### config.mk
export PLATFORM = sky130hd
export DESIGN_NAME = pff_flow_ctrl
export DESIGN_NICKNAME = d
export VERILOG_FILES = /design/src/inc/pff_pkg.sv /design/src/hdl/pff_flow_ctrl.sv
export SDC_FILE = /design/constraint.sdc
export NUM_CORES = 1
export LEC_CHECK = 0
export BUFFER_PORTS_ARGS = -buffer_cell sky130_fd_sc_hd__buf_2
export CAP_MARGIN = 20
export CORE_ASPECT_RATIO = 1.2
export CORE_UTILIZATION = 40
export CTS_BUF_LIST = sky130_fd_sc_hd__clkbuf_16
export CTS_CLUSTER_DIAMETER = 200
export CTS_CLUSTER_SIZE = 24
export DETAILED_ROUTE_END_ITERATION = 8
export SLEW_MARGIN = 20
export SYNTH_ARGS = -nofsm -noshare
export SYNTH_HDL_FRONTEND = slang
export SYNTH_HIERARCHICAL = 1
export SYNTH_SLANG_ARGS = --single-unit
### constraint.sdc
create_clock -name clk_i -period 10 [get_ports clk_i]
set_input_delay 1.5 -clock clk_i [delete_from_list [all_inputs] [get_ports clk_i]]
set_output_delay 1.5 -clock clk_i [all_outputs]
set_load 0.05 [all_outputs]
### src/inc/pff_pkg.sv
// shared constants for the packet fifo flow-control block
// Operation
// - One fifo per channel; tx space shown when free bytes reach threshold.
// - Polled mode reports tx space on the polled and selected outputs.
// - Direct mode reports each channel's tx space on its direct output.
// - Tx space drops when free bytes fall below the burst setting.
// - Rx not-empty when content exceeds threshold or holds an end of packet.
// - Rx bursts start only while the receive enable pin is low.
// - No burst moves more bytes than the burst setting, except link tx bursts in single-channel mode.
// - Multi-channel mode re-arbitrates round robin after each burst.
// - Burst setting should not exceed the threshold setting.
// - Single-channel receive bursts should use the smallest burst value.
// - Link tx drains channels above threshold or holding an end of packet once the far end shows space.
// - Link tx ignores the burst setting in single-channel mode.
// - Link rx full flag clears when free bytes reach the threshold.
// - Link rx sees far data from polled or direct available inputs.
// - Link rx full flag sets when free bytes drop below burst.
package pff_pkg;
    localparam int NCH = 4;
    localparam int CH_W = 2;
    localparam int LVL_W = 13;
    localparam int ADDR_W = 8;
    localparam int DATA_W = 32;
    // bytes moved per transfer cycle and bytes held by each channel fifo
    localparam logic [LVL_W-1:0] WORD_BYTES = 13'h0004;
    localparam logic [LVL_W-1:0] FIFO_BYTES = 13'h1000;
    ////////////////////////////////////////////////////////////////////////
    localparam logic [ADDR_W-1:0] ADR_CTRL = 8'h00;
    localparam logic [ADDR_W-1:0] ADR_THR = 8'h04;
    localparam logic [ADDR_W-1:0] ADR_BURST = 8'h08;
    localparam logic [ADDR_W-1:0] ADR_RBURST = 8'h0C;
    localparam logic [ADDR_W-1:0] ADR_STAT = 8'h10;
    localparam int CTRL_POLLED_BIT = 0;
    localparam int CTRL_MULTI_BIT = 1;
    localparam int CTRL_W = 2;
    localparam logic [CTRL_W-1:0] CTRL_RST = 2'h3;
    // burst kept below threshold by default
    localparam logic [LVL_W-1:0] THR_RST = 13'h0100;
    localparam logic [LVL_W-1:0] BURST_RST = 13'h0040;
    localparam logic [LVL_W-1:0] RBURST_RST = 13'h0010;
    localparam int STAT_SPACE_LSB = 0;
    localparam int STAT_NE_LSB = 4;
    localparam int STAT_FULL_LSB = 8;
    localparam int STAT_BUSY_LSB = 12;
    // pin bundle layout for the input synchroniser
    localparam int PIN_W = 16;
    // receive enable pin idles high, so its synchroniser resets high
    localparam logic [PIN_W-1:0] PIN_RST = 16'h0800;
endpackage

### src/hdl/pff_flow_ctrl.sv
// packet fifo flow control: availability flags and burst engines
//
// Added by the designer: strobed register access and the register addresses.
`timescale 1ns/1ps
module pff_burst_eng (
    input wire logic clk_i,
    input wire logic reset_n_i,
    input wire logic ce_i,
    input wire logic multi_i,
    input wire logic nolimit_i,
    input wire logic run_i,
    input wire logic hold_i,
    input wire logic [pff_pkg::LVL_W-1:0] limit_i,
    input wire logic [pff_pkg::NCH-1:0] start_i,
    input wire logic [pff_pkg::NCH-1:0] more_i,
    output logic xfer_o,
    output logic [pff_pkg::CH_W-1:0] ch_o,
    output logic busy_o
);
    import pff_pkg::*;
    logic busy_reg;
    logic xfer_reg;
    logic [CH_W-1:0] ch_reg;
    logic [LVL_W-1:0] cnt_reg;
    logic [CH_W-1:0] pick;
    logic [CH_W-1:0] idx;
    logic pick_ok;
    logic [LVL_W:0] cnt_inc;
    logic over;
    logic can;
    logic fin;

    // search starts after the last served channel
    always_comb begin
        pick = '0;
        pick_ok = 1'b0;
        idx = '0;
        if (multi_i) begin
            for (int i = NCH; i >= 1; i--) begin
                idx = ch_reg + CH_W'(i);
                if (start_i[idx]) begin
                    pick = idx;
                    pick_ok = 1'b1;
                end
            end
        end else begin
            pick_ok = start_i[0];
        end
    end

    always_comb begin
        cnt_inc = {1'b0, cnt_reg} + {1'b0, WORD_BYTES};
        over = cnt_inc > {1'b0, limit_i};
        can = busy_reg & run_i & more_i[ch_reg] & ~hold_i
            & (nolimit_i | ~over);
        fin = busy_reg & (~more_i[ch_reg] | hold_i | (~nolimit_i & over));
    end

    always_ff @(posedge clk_i or negedge reset_n_i) begin
        if (!reset_n_i) begin
            busy_reg <= 1'b0;
            xfer_reg <= 1'b0;
            ch_reg <= '0;
            cnt_reg <= '0;
        end else if (ce_i) begin
            xfer_reg <= can;
            if (can) begin
                cnt_reg <= cnt_inc[LVL_W-1:0];
            end
            // run low pauses a burst but never ends it
            if (!busy_reg && run_i && pick_ok) begin
                busy_reg <= 1'b1;
                ch_reg <= pick;
                cnt_reg <= '0;
            end else if (fin) begin
                busy_reg <= 1'b0;
            end
        end
    end

    assign xfer_o = xfer_reg;
    assign ch_o = ch_reg;
    assign busy_o = busy_reg;

    property p_burst_cap;
        @(posedge clk_i) disable iff (!reset_n_i)
        (xfer_reg && !nolimit_i) |-> (cnt_reg <= limit_i);
    endproperty
    a_burst_cap: assert property (p_burst_cap)
        else $error("burst byte count above limit");

    property p_no_xfer_idle;
        @(posedge clk_i) disable iff (!reset_n_i)
        (ce_i && !busy_reg) |=> !xfer_reg;
    endproperty
    a_no_xfer_idle: assert property (p_no_xfer_idle)
        else $error("transfer without an arbitrated channel");
endmodule

////////////////////////////////////////////////////////////////////////////
module pff_flow_ctrl (
    input wire logic clk_i,
    input wire logic reset_n_i,
    input wire logic ce_i,
    input wire logic [pff_pkg::ADDR_W-1:0] reg_addr_i,
    input wire logic [pff_pkg::DATA_W-1:0] reg_wdata_i,
    input wire logic reg_wr_i,
    input wire logic reg_rd_i,
    output logic [pff_pkg::DATA_W-1:0] reg_rdata_o,
    input wire logic [pff_pkg::NCH-1:0][pff_pkg::LVL_W-1:0] tx_fill_i,
    input wire logic [pff_pkg::CH_W-1:0] tx_poll_adr_i,
    input wire logic [pff_pkg::CH_W-1:0] tx_sel_adr_i,
    output logic tx_poll_avail_o,
    output logic tx_sel_avail_o,
    output logic [pff_pkg::NCH-1:0] tx_direct_avail_o,
    input wire logic [pff_pkg::NCH-1:0][pff_pkg::LVL_W-1:0] rx_fill_i,
    input wire logic [pff_pkg::NCH-1:0] rx_eop_i,
    input wire logic rx_enable_n_i,
    output logic rx_pop_o,
    output logic [pff_pkg::CH_W-1:0] rx_ch_o,
    input wire logic [pff_pkg::NCH-1:0][pff_pkg::LVL_W-1:0] ltx_fill_i,
    input wire logic [pff_pkg::NCH-1:0] ltx_eop_i,
    input wire logic ltx_poll_avail_i,
    input wire logic ltx_sel_avail_i,
    input wire logic [pff_pkg::NCH-1:0] ltx_direct_avail_i,
    output logic ltx_push_o,
    output logic [pff_pkg::CH_W-1:0] ltx_ch_o,
    input wire logic [pff_pkg::NCH-1:0][pff_pkg::LVL_W-1:0] lrx_fill_i,
    input wire logic lrx_poll_avail_i,
    input wire logic [pff_pkg::NCH-1:0] lrx_direct_avail_i,
    output logic lrx_pull_o,
    output logic [pff_pkg::CH_W-1:0] lrx_ch_o
);
    import pff_pkg::*;
    logic [CTRL_W-1:0] ctrl_reg;
    logic [LVL_W-1:0] thr_reg;
    logic [LVL_W-1:0] burst_reg;
    logic [LVL_W-1:0] rburst_reg;
    logic [DATA_W-1:0] rdata_reg;
    logic [PIN_W-1:0] pin_raw;
    logic [PIN_W-1:0] sync1_reg;
    logic [PIN_W-1:0] sync2_reg;
    logic [NCH-1:0] tx_space_reg;
    logic [NCH-1:0] lrx_full_reg;
    logic tx_poll_reg;
    logic tx_sel_reg;
    logic [NCH-1:0] tx_dir_reg;
    logic [LVL_W-1:0] af_reg;
    logic [NCH-1:0][LVL_W-1:0] tx_free;
    logic [NCH-1:0][LVL_W-1:0] lrx_free;
    logic [NCH-1:0] rx_ne;
    logic [NCH-1:0] rx_more;
    logic [NCH-1:0] ltx_start;
    logic [NCH-1:0] ltx_more;
    logic [NCH-1:0] lrx_avail;
    logic [NCH-1:0] lrx_start;
    logic [NCH-1:0] lrx_more;
    logic polled;
    logic multi;
    logic [CH_W-1:0] poll_adr_s;
    logic [CH_W-1:0] sel_adr_s;
    logic renb_n_s;
    logic ltx_pa_s;
    logic ltx_sa_s;
    logic [NCH-1:0] ltx_da_s;
    logic lrx_pa_s;
    logic [NCH-1:0] lrx_da_s;
    logic ltx_busy;
    logic rx_busy;
    logic lrx_busy;
    logic ltx_sp_cur;
    logic [LVL_W:0] af_sum;
    logic ltx_hold;
    logic [DATA_W-1:0] rd_mux;

    assign polled = ctrl_reg[CTRL_POLLED_BIT];
    assign multi = ctrl_reg[CTRL_MULTI_BIT];

    ////////////////////////////////////////////////////////////////////////
    // register port, read data valid only in the cycle after the strobe
    always_ff @(posedge clk_i or negedge reset_n_i) begin
        if (!reset_n_i) begin
            ctrl_reg <= CTRL_RST;
            thr_reg <= THR_RST;
            burst_reg <= BURST_RST;
            rburst_reg <= RBURST_RST;
        end else if (ce_i && reg_wr_i) begin
            case (reg_addr_i)
                ADR_CTRL: ctrl_reg <= reg_wdata_i[CTRL_W-1:0];
                ADR_THR: thr_reg <= reg_wdata_i[LVL_W-1:0];
                ADR_BURST: burst_reg <= reg_wdata_i[LVL_W-1:0];
                ADR_RBURST: rburst_reg <= reg_wdata_i[LVL_W-1:0];
                default: ;
            endcase
        end
    end

    always_comb begin
        rd_mux = '0;
        case (reg_addr_i)
            ADR_CTRL: rd_mux[CTRL_W-1:0] = ctrl_reg;
            ADR_THR: rd_mux[LVL_W-1:0] = thr_reg;
            ADR_BURST: rd_mux[LVL_W-1:0] = burst_reg;
            ADR_RBURST: rd_mux[LVL_W-1:0] = rburst_reg;
            ADR_STAT: begin
                rd_mux[STAT_SPACE_LSB +: NCH] = tx_space_reg;
                rd_mux[STAT_NE_LSB +: NCH] = rx_ne;
                rd_mux[STAT_FULL_LSB +: NCH] = lrx_full_reg;
                rd_mux[STAT_BUSY_LSB +: 3] = {lrx_busy, ltx_busy, rx_busy};
            end
            default: rd_mux = '0;
        endcase
    end

    always_ff @(posedge clk_i or negedge reset_n_i) begin
        if (!reset_n_i) begin
            rdata_reg <= '0;
        end else if (ce_i) begin
            rdata_reg <= reg_rd_i ? rd_mux : '0;
        end
    end

    ////////////////////////////////////////////////////////////////////////
    // pins from the far device, two flops before any use
    assign pin_raw = {tx_poll_adr_i, tx_sel_adr_i, rx_enable_n_i,
        ltx_poll_avail_i, ltx_sel_avail_i, ltx_direct_avail_i,
        lrx_poll_avail_i, lrx_direct_avail_i};

    always_ff @(posedge clk_i or negedge reset_n_i) begin
        if (!reset_n_i) begin
            sync1_reg <= PIN_RST;
            sync2_reg <= PIN_RST;
        end else if (ce_i) begin
            sync1_reg <= pin_raw;
            sync2_reg <= sync1_reg;
        end
    end

    assign {poll_adr_s, sel_adr_s, renb_n_s, ltx_pa_s, ltx_sa_s, ltx_da_s,
        lrx_pa_s, lrx_da_s} = sync2_reg;

    ////////////////////////////////////////////////////////////////////////
    // per-channel level compares, evaluated every cycle
    always_comb begin
        for (int c = 0; c < NCH; c++) begin
            tx_free[c] = FIFO_BYTES - tx_fill_i[c];
            lrx_free[c] = FIFO_BYTES - lrx_fill_i[c];
            rx_ne[c] = (rx_fill_i[c] > thr_reg) | rx_eop_i[c];
            rx_more[c] = (rx_fill_i[c] != '0);
            ltx_start[c] = ((ltx_fill_i[c] > thr_reg) | ltx_eop_i[c])
                & (polled ? ltx_pa_s : ltx_da_s[c]);
            ltx_more[c] = (ltx_fill_i[c] != '0);
            lrx_avail[c] = polled ? lrx_pa_s : lrx_da_s[c];
            lrx_start[c] = ~lrx_full_reg[c] & lrx_avail[c];
            lrx_more[c] = lrx_avail[c] & (lrx_free[c] >= WORD_BYTES);
        end
    end

    // hysteresis: tx space sets at threshold, clears below burst; link rx full sets below burst, clears at threshold
    always_ff @(posedge clk_i or negedge reset_n_i) begin
        if (!reset_n_i) begin
            tx_space_reg <= '0;
            lrx_full_reg <= '1;
        end else if (ce_i) begin
            for (int c = 0; c < NCH; c++) begin
                if (tx_free[c] >= thr_reg) begin
                    tx_space_reg[c] <= 1'b1;
                end else if (tx_free[c] < burst_reg) begin
                    tx_space_reg[c] <= 1'b0;
                end
                if (lrx_free[c] < burst_reg) begin
                    lrx_full_reg[c] <= 1'b1;
                end else if (lrx_free[c] >= thr_reg) begin
                    lrx_full_reg[c] <= 1'b0;
                end
            end
        end
    end

    // only the active status style drives, the other stays low
    always_ff @(posedge clk_i or negedge reset_n_i) begin
        if (!reset_n_i) begin
            tx_poll_reg <= 1'b0;
            tx_sel_reg <= 1'b0;
            tx_dir_reg <= '0;
        end else if (ce_i) begin
            tx_poll_reg <= polled & tx_space_reg[poll_adr_s];
            tx_sel_reg <= polled & tx_space_reg[sel_adr_s];
            tx_dir_reg <= polled ? '0 : tx_space_reg;
        end
    end

    ////////////////////////////////////////////////////////////////////////
    // almost-full budget; includes the word already decided last cycle
    assign ltx_sp_cur = polled ? ltx_sa_s : ltx_da_s[ltx_ch_o];
    assign af_sum = {1'b0, af_reg} + {1'b0, WORD_BYTES}
        + (ltx_push_o ? {1'b0, WORD_BYTES} : '0);
    assign ltx_hold = ~ltx_sp_cur & (af_sum > {1'b0, rburst_reg});

    always_ff @(posedge clk_i or negedge reset_n_i) begin
        if (!reset_n_i) begin
            af_reg <= '0;
        end else if (ce_i) begin
            if (!ltx_busy || ltx_sp_cur) begin
                af_reg <= '0;
            end else if (ltx_push_o) begin
                af_reg <= af_reg + WORD_BYTES;
            end
        end
    end

    // single-channel receive bursts rely on software keeping burst small
    pff_burst_eng u_rx_eng (
        .clk_i(clk_i),
        .reset_n_i(reset_n_i),
        .ce_i(ce_i),
        .multi_i(multi),
        .nolimit_i(1'b0),
        .run_i(~renb_n_s),
        .hold_i(1'b0),
        .limit_i(burst_reg),
        .start_i(rx_ne),
        .more_i(rx_more),
        .xfer_o(rx_pop_o),
        .ch_o(rx_ch_o),
        .busy_o(rx_busy)
    );

    pff_burst_eng u_ltx_eng (
        .clk_i(clk_i),
        .reset_n_i(reset_n_i),
        .ce_i(ce_i),
        .multi_i(multi),
        .nolimit_i(~multi),
        .run_i(1'b1),
        .hold_i(ltx_hold),
        .limit_i(burst_reg),
        .start_i(ltx_start),
        .more_i(ltx_more),
        .xfer_o(ltx_push_o),
        .ch_o(ltx_ch_o),
        .busy_o(ltx_busy)
    );

    pff_burst_eng u_lrx_eng (
        .clk_i(clk_i),
        .reset_n_i(reset_n_i),
        .ce_i(ce_i),
        .multi_i(multi),
        .nolimit_i(1'b0),
        .run_i(1'b1),
        .hold_i(1'b0),
        .limit_i(burst_reg),
        .start_i(lrx_start),
        .more_i(lrx_more),
        .xfer_o(lrx_pull_o),
        .ch_o(lrx_ch_o),
        .busy_o(lrx_busy)
    );

    assign reg_rdata_o = rdata_reg;
    assign tx_poll_avail_o = tx_poll_reg;
    assign tx_sel_avail_o = tx_sel_reg;
    assign tx_direct_avail_o = tx_dir_reg;

    ////////////////////////////////////////////////////////////////////////
    property p_tx_set;
        @(posedge clk_i) disable iff (!reset_n_i)
        (ce_i && tx_free[0] >= thr_reg) |=> tx_space_reg[0];
    endproperty
    a_tx_set: assert property (p_tx_set)
        else $error("tx space not shown at threshold");

    property p_tx_clr;
        @(posedge clk_i) disable iff (!reset_n_i)
        (ce_i && tx_free[0] < burst_reg && tx_free[0] < thr_reg)
            |=> !tx_space_reg[0];
    endproperty
    a_tx_clr: assert property (p_tx_clr)
        else $error("tx space kept below burst");

    property p_tx_direct;
        @(posedge clk_i) disable iff (!reset_n_i)
        (ce_i && !polled) |=> (tx_direct_avail_o == $past(tx_space_reg));
    endproperty
    a_tx_direct: assert property (p_tx_direct)
        else $error("direct outputs disagree with space flags");

    property p_tx_polled;
        @(posedge clk_i) disable iff (!reset_n_i)
        (ce_i && !polled) |=> (!tx_poll_avail_o && !tx_sel_avail_o);
    endproperty
    a_tx_polled: assert property (p_tx_polled)
        else $error("polled outputs driven in direct mode");

    property p_rx_renb;
        @(posedge clk_i) disable iff (!reset_n_i)
        (rx_pop_o && $past(ce_i)) |-> !$past(renb_n_s);
    endproperty
    a_rx_renb: assert property (p_rx_renb)
        else $error("rx transfer while enable pin high");

    property p_lrx_full;
        @(posedge clk_i) disable iff (!reset_n_i)
        (ce_i && lrx_free[0] < burst_reg) |=> lrx_full_reg[0];
    endproperty
    a_lrx_full: assert property (p_lrx_full)
        else $error("link rx full flag not set below burst");

    property p_lrx_clear;
        @(posedge clk_i) disable iff (!reset_n_i)
        (ce_i && lrx_free[0] >= thr_reg && lrx_free[0] >= burst_reg)
            |=> !lrx_full_reg[0];
    endproperty
    a_lrx_clear: assert property (p_lrx_clear)
        else $error("link rx full flag not cleared at threshold");

    property p_ltx_af;
        @(posedge clk_i) disable iff (!reset_n_i)
        (ltx_busy && !ltx_sp_cur) |-> (af_reg <= rburst_reg);
    endproperty
    a_ltx_af: assert property (p_ltx_af)
        else $error("remote burst budget exceeded");
endmodule

==> impl_metrics.py, run 1 <==
metrics = {
    "logic_synthesis": {
        "netlist_instances": 2097,
        "netlist.area_leader.share": 0.251,
        "syn-cell-area_um2": 18300,
        "synth_top_area_cell": "ha_1",
        "synth_flop_cell": "dfrtp_1",
        "synth_edf_count": 0,
        "yosys.cell_types.count": 85,
        "ys_warn_count": 6,
        "async_flop_share": 1.00,
        "ys_seq_area_frac": 0.217,
        "synth.avg_cell_area_um2": 8.71,
        "synth_seq_cells": 158,
        "synth_area_leaders": "ha_1 25%, dfrtp_1 20%, xnor2_1 3.9%",
    },
    "setup_path": {
        "max_stage_delay_ns": 0.56,
        "crit_top_cell": "a21oi_1",
        "cp_data_arrival_time_ns": 5.45,
        "end_kind": "flop",
        "path_cells": "buf_2 -> inv_1 -> ha_1 -> nand2b_1 -> or4_1 -> nor3_2 -> xnor2_1 -> nor4_1 -> a21oi_1 -> mux4_1 -> or3b_1 -> o32ai_1 -> a21oi_1 -> buf_4 -> and2_1 -> a21o_1",
        "cp.required_ns": 10.33,
        "reg2reg_slack_ns": 5.72,
        "worstPathMaxFanout": 20,
        "crit_slowest_cell": "or4_1",
        "path_class": "input pin to flop",
        "cp-start-kind": "input pin",
    },
    "floorplanning": {
        "dieWidth_um": 197,
        "start_util": 0.406,
        "die_area_um2": 46500,
        "core_um2": 45000,
        "num_rows": 85,
        "fp.dieH_um": 236,
        "ioPinCount": 324,
    },
    "final_layout": {
        "final_cell_mix": "367 x ha_1, 285 x buf_2, 153 x nand2_1",
        "multi_input_area_um2": 13500,
        "fin_cells": 3027,
        "fillerInstances": 4364,
        "mostFrequentLayoutCell": "ha_1",
        "drive_gt1_frac": 0.179,
        "seq_area_um2": 3970,
        "nNetsFinal": 3040,
        "layout-area-overhead-vs-synth_pct": 14.8,
    },
    "cts": {
        "cts.sinks": 158,
        "cts-htree-levels": 4,
        "holdBufCountCts": 0,
        "cts_tree": "built",
        "cts_resized": 0,
        "clk_latency_ns": 0.44,
        "cts_buffer_depth": 2,
        "post_cts.repair.setup_buffers": 0,
        "numCtsBuffers": 17,
        "clk_pin_slew_worst_paths_ns": 0.06,
        "cts-root-buf": "clkbuf_16",
    },
    "grt": {
        "grt_overflow": 0,
        "antenna_found_initial": 12,
        "grt_pass1_vias": 16800,
        "grt_pass1_wl_mm": 93.5,
        "groute.usage.overall": 0.261,
        "grt_max_degree": 93,
    },
    "detailed_routing": {
        "first_iter_violations": 956,
        "drc": 0,
        "wl_per_cell_um": 20.1,
        "routed_wl_mm": 60.7,
        "drt_first_pass_iters": 5,
        "detail-route-antenna-nets": 0,
        "via_per_inst": 5.65,
        "vias": 17100,
    },
    "sta": {
        "rsz0062_at_grt": "false",
        "final.setup.tns_ns": 0,
        "max_freq_mhz": 195,
        "hold_violations": 0,
        "min_period_ns": 5.13,
        "fin_crit_sh": 0.513,
        "worst_slew_pin_slew_ns": 1.05,
        "skew_ns": 0.00889,
        "setup-violations-final": 0,
        "maxSlewViolCount": 0,
        "max-slew-margin-rel": 0.296,
    },
    "worst_hold_path": {
        "hold_class": "flop to flop",
    },
    "placement": {
        "hpwl_mm": 47.3,
        "place_congestion": 0.895,
        "dp_cells": 2986,
        "io_buffers": 287,
    },
    "pwr": {
        "p_leak_nw": 10.2,
        "p_per_area_nw_per_um2": 106,
        "peakVddDrop_v": 0.000117,
        "p_total_mw": 2.21,
    },
    "job": {
        "cap_violations": 0,
    },
    "status": {
        "status": "complete, no violations",
    },
}
-- routing by layer --
layer  part of all wire  vias to the layer above  track usage  wire (µm)
met4              0.037                        4        0.115       2220
met2               0.48                      484        0.443      29400
li1                   -                     8353            -          -
met3              0.045                      115       0.0353       2730
met5            0.00028                        -            0         17
met1               0.43                     8143        0.328      26400
-- synth_stat cells (11+ instances only) --
cell / instances
nor2b_1: 14
a211oi_1: 28
a21oi_1: 137
clkbuf_1: 19
nand2b_1: 56
o21ai_0: 98
nand3_1: 79
or3_1: 11
nor3_1: 59
ha_1: 367
o211ai_1: 14
xor2_1: 45
inv_1: 147
a22o_1: 16
nand4_1: 56
nor4_1: 44
dfstp_2: 11
a21o_1: 77
xnor2_1: 81
and3_1: 17
nand3b_1: 14
mux2_2: 58
nand2_1: 153
buf_2: 12
nor2_1: 112
buf_4: 18
mux2i_1: 11
dfrtp_1: 147
-- through the flow --
step	worst slack [ns]	utilization	hold WS, ns	area (µm²)
after floorplan	5.52	-	0.449	18400
after global placement	4.64	0.453	0.468	20400
after detailed placement	4.56	0.453	0.469	20400
after CTS	5.02	0.466	0.486	20900
after global routing	4.73	0.466	0.499	21000
final	4.87	0.466	0.484	21000
-- final timing paths --
path | cells past startpoint | to | startpoint
hold reg to reg | 1 | reg_rdata_o[10]$_DFFE_PN0P_ | reg_rdata_o[10]$_DFFE_PN0P_
min in group asynchronous | 1 | u_ltx_eng/cnt_reg[8]$_DFFE_PN0P_ | reset_n_i
hold / removal | 1 | reg_rdata_o[10]$_DFFE_PN0P_ | reg_rdata_o[10]$_DFFE_PN0P_
setup / recovery | 16 | u_lrx_eng/cnt_reg[8]$_DFFE_PN0P_ | lrx_fill_i[13]
setup reg to reg | 20 | u_ltx_eng/cnt_reg[8]$_DFFE_PN0P_ | u_ltx_eng/xfer_o$_DFFE_PN0P_
max in group asynchronous | 2 | u_rx_eng/cnt_reg[6]$_DFFE_PN0P_ | reset_n_i
-- logic make-up (layout without fill, tap and decap cells) --
group / count (synthesis) / after routing / synth area share
mux: 78 / 78 / 0.0541
flops: 158 / 158 / 0.217
buf+inv: 204 / 485 / 0.0486
fa+ha+maj: 367 / 367 / 0.251
compound gates: 481 / 481 / 0.170
other cells: 2 / 42 / 0.000411
simple gates: 681 / 681 / 0.197
xor+xnor: 126 / 126 / 0.0604
-- final cells by class --
type	count	share of cell area
multi-input cells	1766	0.645
flip-flops and latches	158	0.189
repair buffers	305	0.0754
well taps	609	0.0363
inverters	148	0.0265
clock buffers	17	0.0203
clock inverters	15	0.00626
diodes	9	0.00107
-- critical path, delay by kind of cell --
| kind | cells | cell delay [ns] |
|---|---|---|
| adders and majority gates | 1 | 0.26 |
| AOI/OAI and AO/OA | 4 | 1.02 |
| buffers and inverters | 3 | 0.45 |
| muxes | 1 | 0.39 |
| and+or+nand+nor | 6 | 1.57 |
| xor gates and xnor gates | 1 | 0.25 |
-- power by group --
part,total [mW],internal [mW],leakage (nW),switching (mW)
clock network,0.636,0.361,0.267,0.275
logic,0.788,0.318,7.92,0.470
registers,0.790,0.697,2.00,0.0924
(Power assumes the default switching activity.)
==> run 2, diff against run 1 <==
==> constraint.sdc (replaced) <==
create_clock -name clk_i -period 4.1 [get_ports clk_i]
set_input_delay 0.615 -clock clk_i [delete_from_list [all_inputs] [get_ports clk_i]]
set_output_delay 0.615 -clock clk_i [all_outputs]
set_load 0.05 [all_outputs]
==> impl_metrics.py, run 2 (synthesis gave the netlist of run 1 again) <==
metrics = {
    "cts": {
        "numCtsBuffers": 17,
        "cts_buffer_depth": 2,
        "cts-root-buf": "clkbuf_16",
        "cts_tree": "built",
        "post_cts.repair.setup_buffers": 0,
        "cts.sinks": 158,
        "clk_latency_ns": 0.43,
        "cts-htree-levels": 4,
        "cts_resized": 0,
        "holdBufCountCts": 0,
        "clk_pin_slew_worst_paths_ns": 0.07,
    },
    "sta": {
        "min_period_ns": 3.76,
        "maxSlewViolCount": 0,
        "skew_ns": 0.0114,
        "worst_slew_pin_slew_ns": 0.997,
        "max-slew-margin-rel": 0.329,
        "hold_violations": 0,
        "final.setup.tns_ns": 0,
        "max_freq_mhz": 266,
        "fin_crit_sh": 0.918,
        "rsz0062_at_grt": "false",
        "setup-violations-final": 0,
    },
    "detailed_routing": {
        "first_iter_violations": 1017,
        "via_per_inst": 5.66,
        "drc": 0,
        "routed_wl_mm": 60.6,
        "wl_per_cell_um": 19.9,
        "detail-route-antenna-nets": 0,
        "drt_first_pass_iters": 6,
        "vias": 17300,
    },
    "floorplanning": {
        "ioPinCount": 324,
        "num_rows": 85,
        "dieWidth_um": 197,
        "die_area_um2": 46500,
        "start_util": 0.406,
        "fp.dieH_um": 236,
        "core_um2": 45000,
    },
    "grt": {
        "groute.usage.overall": 0.260,
        "grt_max_degree": 93,
        "grt_pass1_vias": 17200,
        "grt_pass1_wl_mm": 94.1,
        "grt_overflow": 0,
        "antenna_found_initial": 15,
    },
    "final_layout": {
        "drive_gt1_frac": 0.188,
        "fin_cells": 3050,
        "nNetsFinal": 3058,
        "mostFrequentLayoutCell": "ha_1",
        "final_core_util": 0.472,
        "layout-area-overhead-vs-synth_pct": 16.3,
        "final_cell_mix": "365 x ha_1, 285 x buf_2, 153 x nand2_1",
        "fillerInstances": 4429,
    },
    "setup_path": {
        "cp.required_ns": 4.43,
        "cp-start-kind": "flop",
        "worstPathMaxFanout": 5,
        "end_kind": "flop",
        "path_class": "flop to flop",
        "cp_data_arrival_time_ns": 4.09,
    },
    "placement": {
        "place_congestion": 0.890,
        "io_buffers": 287,
        "hpwl_mm": 48.6,
        "dp_cells": 3004,
    },
    "pwr": {
        "peakVddDrop_v": 0.000296,
        "p_leak_nw": 10.3,
        "p_per_area_nw_per_um2": 267,
    },
    "worst_hold_path": {
        "hold_class": "input pin to async pin",
    },
    "job": {
        "cap_violations": 0,
    },
    "status": {
        "status": "complete, no violations",
    },
}
[run 2: changes by cell type in the layout (fill, tap and decap cells not counted), sizes merged]
cell / before / now
inv: 149 / 153
clkinvlp: 4 / 3
clkinv: 8 / 2
buf: 305 / 323
bufinv: 2 / 5
diode: 9 / 14
[run 2: path summary, 6_finish.rpt]
check                                       startpoint                                to  slack (ns)  cells past startpoint
setup / recovery                 af_reg[2]$_DFFE_PN0P_  u_ltx_eng/cnt_reg[7]$_DFFE_PN0P_        0.34                     19
hold / removal                               reset_n_i            af_reg[11]$_DFFE_PN0P_        0.25                      1
setup reg to reg                 af_reg[2]$_DFFE_PN0P_  u_ltx_eng/cnt_reg[7]$_DFFE_PN0P_        0.34                     19
hold reg to reg            reg_rdata_o[14]$_DFFE_PN0P_       reg_rdata_o[14]$_DFFE_PN0P_        0.49                      1
max in group asynchronous                    reset_n_i       lrx_full_reg[1]$_DFFE_PN1P_        2.97                      2
min in group clk_i               lrx_direct_avail_i[3]          sync1_reg[3]$_DFFE_PN0P_        0.41                      2
[run 2: layout make-up]
class                           count  area, µm²  share of cell area
Multi-Input combinational cell   1766      13500               0.637
Antenna cell                       14       35.0             0.00165
Clock buffer                       17        425              0.0200
Timing Repair Buffer              323       1730              0.0813
Sequential cell                   158       3970               0.187
Tap cell                          609        762              0.0359
Inverter                          148        556              0.0261
Clock inverter                     15        234              0.0110
[run 2: power by group]
| group | switching (mW) | internal (mW) | leakage (nW) |
|---|---|---|---|
| clock | 0.709 | 1.09 | 0.316 |
| sequential | 0.214 | 1.70 | 2.00 |
| combinational | 1.16 | 0.793 | 8.00 |
| total | 2.09 | 3.59 | 10.3 |
[run 2: worst max-delay path, cell delays in order (launching register included)]
cell,delay [ns]
dfrtp_1,0.35
inv_1,0.08
ha_1,0.18
inv_1,0.06
ha_2,0.23
ha_4,0.18
nand3_1,0.09
xnor2_1,0.15
ha_1,0.29
a21oi_1,0.14
nor2b_1,0.05
o21ai_0,0.15
o211ai_1,0.11
a311oi_1,0.32
nor2_1,0.10
or3b_1,0.39
o32ai_1,0.29
a21oi_1,0.09
and2_1,0.22
a21o_1,0.20
[run 2: stage by stage]
step                setup slack [ns]  instance area, µm²  hold WS [ns]  total power, mW
finish                         0.337               21200         0.249             5.67
global route                  0.0436               21200         0.315             6.02
CTS                            0.242               21200         0.291             5.69
detailed placement             0.113               20500         0.477             3.87
global placement               0.186               20500         0.466             3.79
floorplan                      0.138               18400         0.319             3.17
[run 2: routing by layer]
layer | share of wire | vias up | wire [µm] | GRT usage
met5 | 0.00017 | - | 10 | 0
met4 | 0.040 | 2 | 2420 | 0.122
met3 | 0.046 | 134 | 2760 | 0.0303
met2 | 0.48 | 514 | 29400 | 0.445
met1 | 0.43 | 8215 | 26000 | 0.325
li1 | - | 8390 | - | -
